==> src/acsr_consts.svh <==
// Register indices, field positions, codes and masks of the routing bank.
`ifndef ACSR_CONSTS_SVH
`define ACSR_CONSTS_SVH

// ==========================================================================
// Register indices and reset value; byte address is four times the index.
`define ACSR_IDX_BUF 8'h62
`define ACSR_IDX_MOD 8'h63
`define ACSR_IDX_GO 8'h64
`define ACSR_RST 8'h00

// ==========================================================================
// Output buffer control fields.
`define ACSR_BUF3_EN_BIT 2
`define ACSR_BYPASS_BIT 1
`define ACSR_PWR_BIT 0

// ==========================================================================
// Modulation select fields and the limited variant's extra codes.
`define ACSR_MOD2_HI 6
`define ACSR_MOD2_LO 4
`define ACSR_MOD0_HI 2
`define ACSR_MOD0_LO 0
`define ACSR_MOD0W_HI 3
`define ACSR_MODW_TOP 3
`define ACSR_MODW_CMP0_SS 4'hc
`define ACSR_MODW_CMP1_SS 4'hd
`define ACSR_MOD_MASK_FULL 8'h77
`define ACSR_MOD_MASK_LTD 8'h0f
`define ACSR_FULL_MASK 8'hff

// ==========================================================================
// Global output enable fields.
`define ACSR_GO5_BIT 7
`define ACSR_GO1_BIT 6
`define ACSR_SEL1_HI 5
`define ACSR_SEL1_LO 4
`define ACSR_GO4_BIT 3
`define ACSR_GO0_BIT 2
`define ACSR_SEL0_HI 1
`define ACSR_SEL0_LO 0

// Line positions inside the global output carrier.
`define ACSR_LINE_ZERO 0
`define ACSR_LINE_ONE 1
`define ACSR_LINE_FOUR 2
`define ACSR_LINE_FIVE 3

// ==========================================================================
// Avalon-MM answers.
`define ACSR_RESP_OKAY 2'h0
`define ACSR_RESP_DECERR 2'h3

`endif

==> src/acsr_pkg.sv <==
// Types shared by the column signal routing bank.
package acsr_pkg;

    // Three-bit modulation source codes, in code order.
    typedef enum logic [2:0] {
        MOD_OFF,
        MOD_GOE1,
        MOD_GOE0,
        MOD_ROW0,
        MOD_CMP0,
        MOD_CMP1,
        MOD_CMP2,
        MOD_CMP3
    } mod_sel_e;

    // Column output selector; the meaning of codes 01b to 11b depends on variant, code 00b is the comparator in both.
    typedef enum logic [1:0] {
        OSEL_CMP_BUS,
        OSEL_CLK_A,
        OSEL_CLK_B,
        OSEL_CLK_C
    } out_sel_e;

    // Signals coming from the analog columns and the global buses.
    typedef struct packed {
        logic [3:0] cmp;
        logic [1:0] even_global_output_bus;
        logic row0;
        logic [1:0] col_clk;
        logic pwm;
        logic [1:0] phase_one_clock;
        logic [1:0] phase_two_clock;
        logic [1:0] clk_direct;
    } col_in_s;

    // Global output lines zero, one, four, five with active-low enables.
    typedef struct packed {
        logic [3:0] level;
        logic [3:0] oe_n;
    } gout_s;

endpackage

==> src/pin_sync.sv <==
// Three-stage input synchroniser with agreement filter.
`timescale 1ns/1ns
module pin_sync #(
    parameter int W = 16
) (
    input wire logic clk_sys_i,
    input wire logic srst_i,
    input wire logic [W-1:0] async_i,
    output logic [W-1:0] single_o,
    output logic [W-1:0] clean_o
);
    logic [W-1:0] ff1_reg;
    logic [W-1:0] ff2_reg;
    logic [W-1:0] ff3_reg;
    logic [W-1:0] clean_reg;

    always_ff @(posedge clk_sys_i) begin
        if (srst_i) begin
            ff1_reg <= '0;
            ff2_reg <= '0;
            ff3_reg <= '0;
        end else begin
            ff1_reg <= async_i;
            ff2_reg <= ff1_reg;
            ff3_reg <= ff2_reg;
        end
    end

    // A bit moves only once the second and third stages agree on it.
    always_ff @(posedge clk_sys_i) begin
        if (srst_i) begin
            clean_reg <= '0;
        end else begin
            clean_reg <= (~(ff2_reg ^ ff3_reg) & ff3_reg) |
                         ((ff2_reg ^ ff3_reg) & clean_reg);
        end
    end

    assign single_o = ff2_reg;
    assign clean_o = clean_reg;
endmodule

==> src/analog_column_signal_routing.sv <==
// Register bank that routes column signals to modulation inputs and globals.
//
// Register access over Avalon-MM was decided locally.
`timescale 1ns/1ns
`include "acsr_consts.svh"
module analog_column_signal_routing #(
    parameter int ADDR_W = 10,
    parameter bit LIMITED = 1'b0
) (
    input wire logic clk_sys_i,
    input wire logic srst_i,
    input wire logic [ADDR_W-1:0] address_i,
    input wire logic read_i,
    input wire logic write_i,
    input wire logic [31:0] writedata_i,
    input wire logic [3:0] byteenable_i,
    output logic [31:0] readdata_o,
    output logic [1:0] response_o,
    output logic waitrequest_o,
    input wire acsr_pkg::col_in_s column_in_i,
    output logic column3_buffer_enable_o,
    output logic bypass_enable_o,
    output logic buffer_power_level_o,
    output logic column2_modulation_o,
    output logic column0_modulation_o,
    output acsr_pkg::gout_s global_out_o
);
    localparam int IN_W = $bits(acsr_pkg::col_in_s);

    // ======================================================================
    // Input synchronisation
    acsr_pkg::col_in_s in_single;
    acsr_pkg::col_in_s in_clean;
    logic [IN_W-1:0] single_w;
    logic [IN_W-1:0] clean_w;

    pin_sync #(
        .W(IN_W)
    ) u_sync (
        .clk_sys_i(clk_sys_i),
        .srst_i(srst_i),
        .async_i(column_in_i),
        .single_o(single_w),
        .clean_o(clean_w)
    );

    assign in_single = acsr_pkg::col_in_s'(single_w);
    assign in_clean = acsr_pkg::col_in_s'(clean_w);

    // ======================================================================
    // Avalon-MM slave: one wait state, then the answer.
    logic ack_reg;
    logic [31:0] readdata_reg;
    logic [1:0] response_reg;
    logic [7:0] buf_reg;
    logic [7:0] mod_reg;
    logic [7:0] go_reg;
    logic req;
    logic wr_acc;
    logic [ADDR_W-3:0] idx;
    logic hit_buf;
    logic hit_mod;
    logic hit_go;
    logic mapped;
    logic [7:0] mod_mask;
    logic [7:0] rd_byte;

    assign req = read_i | write_i;
    assign idx = address_i[ADDR_W-1:2];
    assign hit_buf = address_i[1:0] == 2'h0 && idx == `ACSR_IDX_BUF;
    assign hit_mod = address_i[1:0] == 2'h0 && idx == `ACSR_IDX_MOD;
    assign hit_go = address_i[1:0] == 2'h0 && idx == `ACSR_IDX_GO;
    assign mapped = hit_buf | hit_mod | hit_go;
    assign wr_acc = write_i & ack_reg & byteenable_i[0];
    assign mod_mask = LIMITED ? `ACSR_MOD_MASK_LTD : `ACSR_MOD_MASK_FULL;
    assign waitrequest_o = req & ~ack_reg;

    always_ff @(posedge clk_sys_i) begin
        if (srst_i) begin
            ack_reg <= 1'b0;
        end else begin
            ack_reg <= req & ~ack_reg;
        end
    end

    always_comb begin
        rd_byte = 8'h00;
        if (hit_buf) begin
            rd_byte = buf_reg;
        end else if (hit_mod) begin
            rd_byte = mod_reg;
        end else if (hit_go) begin
            rd_byte = go_reg;
        end
    end

    // Read data is captured during the wait state so it stands at the edge
    // where waitrequest is low.
    always_ff @(posedge clk_sys_i) begin
        if (srst_i) begin
            readdata_reg <= '0;
            response_reg <= `ACSR_RESP_OKAY;
        end else if (req & ~ack_reg) begin
            readdata_reg <= read_i ? {24'h000000, rd_byte} : '0;
            response_reg <= mapped ? `ACSR_RESP_OKAY : `ACSR_RESP_DECERR;
        end
    end

    assign readdata_o = readdata_reg;
    assign response_o = response_reg;

    // ======================================================================
    // Configuration registers; reserved modulation bits are not stored.
    always_ff @(posedge clk_sys_i) begin
        if (srst_i) begin
            buf_reg <= `ACSR_RST;
        end else if (wr_acc & hit_buf) begin
            buf_reg <= writedata_i[7:0];
        end
    end

    always_ff @(posedge clk_sys_i) begin
        if (srst_i) begin
            mod_reg <= `ACSR_RST;
        end else if (wr_acc & hit_mod) begin
            mod_reg <= writedata_i[7:0] & mod_mask;
        end
    end

    always_ff @(posedge clk_sys_i) begin
        if (srst_i) begin
            go_reg <= `ACSR_RST;
        end else if (wr_acc & hit_go) begin
            go_reg <= writedata_i[7:0];
        end
    end

    // Bypass is a plain control; keeping the amplifiers off meanwhile is
    // left to software.
    assign column3_buffer_enable_o = buf_reg[`ACSR_BUF3_EN_BIT];
    assign bypass_enable_o = buf_reg[`ACSR_BYPASS_BIT];
    assign buffer_power_level_o = buf_reg[`ACSR_PWR_BIT];

    // ======================================================================
    // Modulation source selection
    function automatic logic mod_pick(input logic [2:0] code,
                                      input acsr_pkg::col_in_s s);
        logic v;
        v = 1'b0;
        unique case (acsr_pkg::mod_sel_e'(code))
            acsr_pkg::MOD_OFF: v = 1'b0;
            acsr_pkg::MOD_GOE1: v = s.even_global_output_bus[1];
            acsr_pkg::MOD_GOE0: v = s.even_global_output_bus[0];
            acsr_pkg::MOD_ROW0: v = s.row0;
            acsr_pkg::MOD_CMP0: v = s.cmp[0];
            acsr_pkg::MOD_CMP1: v = s.cmp[1];
            acsr_pkg::MOD_CMP2: v = s.cmp[2];
            acsr_pkg::MOD_CMP3: v = s.cmp[3];
        endcase
        return v;
    endfunction

    logic [2:0] mod2_sel;
    logic [2:0] mod0_sel;
    logic [3:0] mod0_wide;
    logic mod0_next;
    logic mod2_next;
    logic mod0_reg;
    logic mod2_reg;

    assign mod2_sel = mod_reg[`ACSR_MOD2_HI:`ACSR_MOD2_LO];
    assign mod0_sel = mod_reg[`ACSR_MOD0_HI:`ACSR_MOD0_LO];
    assign mod0_wide = mod_reg[`ACSR_MOD0W_HI:`ACSR_MOD0_LO];

    always_comb begin
        mod2_next = LIMITED ? 1'b0 : mod_pick(mod2_sel, in_clean);
        mod0_next = mod_pick(mod0_sel, in_clean);
        if (LIMITED && mod0_wide[`ACSR_MODW_TOP]) begin
            if (mod0_wide == `ACSR_MODW_CMP0_SS) begin
                mod0_next = in_single.cmp[0];
            end else if (mod0_wide == `ACSR_MODW_CMP1_SS) begin
                mod0_next = in_single.cmp[1];
            end else begin
                mod0_next = 1'b0;
            end
        end
    end

    always_ff @(posedge clk_sys_i) begin
        if (srst_i) begin
            mod0_reg <= 1'b0;
            mod2_reg <= 1'b0;
        end else begin
            mod0_reg <= mod0_next;
            mod2_reg <= mod2_next;
        end
    end

    assign column0_modulation_o = mod0_reg;
    assign column2_modulation_o = mod2_reg;

    // ======================================================================
    // Column signals toward the global output lines
    logic [1:0] sel0;
    logic [1:0] sel1;
    logic col0_sig;
    logic col1_sig;
    acsr_pkg::gout_s gout_next;
    acsr_pkg::gout_s gout_reg;

    assign sel0 = go_reg[`ACSR_SEL0_HI:`ACSR_SEL0_LO];
    assign sel1 = go_reg[`ACSR_SEL1_HI:`ACSR_SEL1_LO];

    // Code 10b differs between the columns in the limited variant only.
    function automatic logic col_pick(input logic [1:0] sel,
                                      input int unsigned col,
                                      input logic alt,
                                      input acsr_pkg::col_in_s s);
        logic v;
        v = 1'b0;
        unique case (acsr_pkg::out_sel_e'(sel))
            acsr_pkg::OSEL_CMP_BUS: v = s.cmp[col];
            acsr_pkg::OSEL_CLK_A: begin
                v = LIMITED ? s.col_clk[col] : s.phase_one_clock[col];
            end
            acsr_pkg::OSEL_CLK_B: begin
                v = LIMITED ? alt : s.phase_two_clock[col];
            end
            acsr_pkg::OSEL_CLK_C: begin
                v = LIMITED ? (s.col_clk[col] & s.cmp[col]) :
                    s.clk_direct[col];
            end
        endcase
        return v;
    endfunction

    assign col0_sig = col_pick(sel0, 0, in_clean.pwm, in_clean);
    assign col1_sig = col_pick(sel1, 1, in_single.cmp[1], in_clean);

    always_comb begin
        gout_next.level = '0;
        gout_next.oe_n = '1;
        gout_next.oe_n[`ACSR_LINE_FIVE] = ~go_reg[`ACSR_GO5_BIT];
        gout_next.oe_n[`ACSR_LINE_ONE] = ~go_reg[`ACSR_GO1_BIT];
        gout_next.oe_n[`ACSR_LINE_FOUR] = ~go_reg[`ACSR_GO4_BIT];
        gout_next.oe_n[`ACSR_LINE_ZERO] = ~go_reg[`ACSR_GO0_BIT];
        gout_next.level[`ACSR_LINE_FIVE] = go_reg[`ACSR_GO5_BIT] & col1_sig;
        gout_next.level[`ACSR_LINE_ONE] = go_reg[`ACSR_GO1_BIT] & col1_sig;
        gout_next.level[`ACSR_LINE_FOUR] = go_reg[`ACSR_GO4_BIT] & col0_sig;
        gout_next.level[`ACSR_LINE_ZERO] = go_reg[`ACSR_GO0_BIT] & col0_sig;
    end

    always_ff @(posedge clk_sys_i) begin
        if (srst_i) begin
            gout_reg.level <= '0;
            gout_reg.oe_n <= '1;
        end else begin
            gout_reg <= gout_next;
        end
    end

    assign global_out_o = gout_reg;
endmodule

==> config.mk <==
export PLATFORM = sky130hd
export DESIGN_NAME = analog_column_signal_routing
export DESIGN_NICKNAME = d
export VERILOG_FILES = /design/src/acsr_pkg.sv /design/src/pin_sync.sv /design/src/analog_column_signal_routing.sv
export VERILOG_INCLUDE_DIRS = /design/src /design/src/src
export SDC_FILE = /design/constraint.sdc
export NUM_CORES = 1
export LEC_CHECK = 0
export ABC_AREA = 0
export BUFFER_PORTS_ARGS = -buffer_cell sky130_fd_sc_hd__buf_2
export CAP_MARGIN = 40
export CORE_MARGIN = 1
export CORE_UTILIZATION = 50
export DETAILED_ROUTE_END_ITERATION = 7
export PLACE_DENSITY = 0.78
export SLEW_MARGIN = 20
export SYNTH_ARGS = -nofsm -noshare
export SYNTH_HDL_FRONTEND = slang
export SYNTH_SLANG_ARGS = --single-unit
==> constraint.sdc <==
create_clock -name clk_sys_i -period 1.6 [get_ports clk_sys_i]
set_input_delay 0.32 -clock clk_sys_i [delete_from_list [all_inputs] [get_ports clk_sys_i]]
set_output_delay 0.32 -clock clk_sys_i [all_outputs]
set_load 0.02 [all_outputs]
==> impl_metrics.toml <==
[route]
wl_um = 5982
via_per_inst = 4.733
drtPass1Iterations = 4
dr.first_iter.drc_count = 85
vias = 2338
drtAntennaViolNets = 0
drc = 0
routedWlPerCell_um = 12.11

[grt]
grt_usage_pct = 16.83
grt_max_degree = 39
antenna_found_initial = 0
grt_pass1_vias = 2021
overflow = 0
grt_pass1_wl_um = 9597

[timing]
fin_skew_ns = 0.01025
fin_setup_tns_ns = 0
fin_crit_sh_pct = 95.05
max_freq_ghz = 0.6576
finalSetupViolCount = 0
hold_slack_ns = 0.1649
rsz0062_at_grt = "false"
maxSlewViolCount = 0
hold_viol_final = 0
finalCriticalPeriod_ns = 1.521
layout_setup_ws_ns = 0.07925

[pwr]
power.leakage_nw = 1.788
power_density_nw_per_um2 = 1018
ir_drop_v = 0.0007353

[clock_tree]
hold_buffers = 0
clk_latency_ns = 0.36
clock-sinks = 94
clockRootBuffer = "clkbuf_8"
clkTransAtPathRegs_ns = 0.09
cts_tree = "built"
cts_made_buffers = 9
cts_setup_buffers = 0
clock_path_buffers = 2
h-tree-depth = 3

[logic_synthesis]
synthSimpleGateAreaFrac_pct = 20.12
synthXorXnorAreaFrac_pct = 0
synth_compound_area_share_pct = 8.714
syn_inst = 328
synth_adder_area_share_pct = 0
netlist_area_um2 = 3618
syn_avg_cell_area_um2 = 11.03
ys_seq_elements = 94
yosysWarnings = 0
synth_top_family_by_area = "simple AND/OR/NAND/NOR gates"
synthMuxAreaShare_pct = 11.07
yosys.cell_types.count = 35
ys_seq_area_share_pct = 52.01

[critical_path]
startpoint = "ack_reg"
rrSetupSlack_ns = 0.35
worstSetupPathType = "flop to output port"
end_kind = "output port"
path_max_fanout = 5
reg2reg_from = "ack_reg"
critPathArrivalTime_ns = 1.20
start_kind = "flop"
cp_data_required_time_ns = 1.28

[hold_path]
min_path_type = "input pin to flop"
hold_start = "column_in_i[15]"

[place]
place_hpwl_um = 4329
numPortBuffers = 59
placed_area_um2 = 3958
gp_congestion = 0.7358
dp_slack_ns = 0.09586

[floorplan]
die_y_um = 87.07
start_util_pct = 52.39
die_area_um2 = 7581
die_x_um = 87.07
io_pins = 114
rows = 30
core-area_um2 = 6907

[finish]
fill_cells = 624
layout-drive-gt1-share_pct = 29.65
n_antenna_cell = 0
areaGrowthSynthToFinish_pct = 15.21
nets = 459
final_area_um2 = 4169

[run_status]
status = "finished, final reports clean"

[job]
drv_cap = 0
## what timing repair did
| action | in CTS | in global routing |
|---|---|---|
| endpoints found under the hold margin | 0 | 0 |
| setup endpoints to repair | 0 | 1 |
| resized for setup | 0 | 2 |
## through the flow
step | cells | power, mW | utilization (%)
2_1_floorplan | 351 | 2.676 | -
3_3_place_gp | 478 | 2.711 | 57.30
3_5_place_dp | 478 | 2.716 | 57.30
4_1_cts | 494 | 4.281 | 60.27
5_1_grt | 494 | 4.424 | 60.36
6_report | 494 | 4.246 | 60.36
## power by group
group	leakage, nW	internal (mW)	total (mW)	switching [mW]
combinational	0.923	0.106	0.266	0.160
clock	0.100	0.741	1.58	0.840
sequential	0.765	2.38	2.40	0.0168
## final timing paths
path / end / cells past startpoint
max: waitrequest_o / 3
min: u_sync.ff1_reg[15] / 2
max reg2reg: mod_reg[1] / 4
min reg2reg: u_sync.single_o[12] / 1
## area by class of cell
cell class,count,area [um2],area share [%]
flip-flops and latches,94,1882,45.14
multi-input cells,212,1538,36.88
repair buffers,69,397.9,9.544
clock buffers,9,123.9,2.971
well taps,96,120.1,2.881
clock inverters,7,81.33,1.951
inverters,7,26.28,0.6303
## cells in the final DEF (no fill, tap or decap), types with 2 or more instances in the layout
cell       Yosys  layout
nor2b_1       44      44
a21oi_1       13      13
mux2i_1       22      22
nand2b_1      18      18
buf_2          0      58
nor2_1         4       4
conb_1         1      24
clkinv_4       0       3
clkbuf_8       0       9
o2bb2ai_1      6       6
mux2_2         8       8
o32ai_1        2       2
inv_6          0       2
nand2_1       15      15
o21ai_0       13      13
a22oi_1        8       8
inv_1          7       7
or2b_1         2       2
a221oi_1       2       2
or2b_2        11      11
buf_12         0       2
buf_4         28       9
nand4_4        3       3
dfxtp_1       94      94
a31oi_1        2       2
mux4_2         4       4
## routing by layer
metal | track usage (%) | vias to the layer above | share of wire (%)
met4 | 6.364 | 0 | 1.3
met2 | 25.70 | 60 | 45
met5 | 0 | - | 0
li1 | - | 1202 | -
met3 | 5.213 | 9 | 4.7
met1 | 22.34 | 1067 | 49
## kinds of logic after synthesis
logic type	after synthesis
AO/OA/AOI/OAI	49
flip-flops	94
other	1
multiplexers	34
buffers and inverters	45
AND/OR/NAND/NOR	105
## synth_stat cells (all sizes together)
cell type	n	area share, %
a31oi	2	0.35
nand4	3	1.8
a22oi	8	1.7
conb	1	0.10
dfxtp	94	52
mux2	8	2.5
and3	1	0.21
inv	7	0.73
a21oi	13	1.8
nor2b	44	7.6
a211oi	1	0.21
and3b	1	0.24
nor2	4	0.41
and4bb	1	0.35
nand2b	18	3.1
o211a	1	0.28
o21bai	1	0.21
nand2	15	1.6
and4	2	0.52
buf	31	6.5
nor3	1	0.45
o32ai	2	0.48
or2b	13	3.1
nor3b	1	0.52
clkbuf	7	0.73
and4b	1	0.31
o21ai	13	1.8
o2bb2ai	6	1.5
mux2i	22	6.1
a221oi	2	0.48
mux4	4	2.5
## critical path, stage by stage (launching register included)
cell and delay (ns):
dfxtp_1 0.35, o21bai_2 0.22, inv_1 0.12, buf_4 0.16
Power figures use the tool's default switching activity.
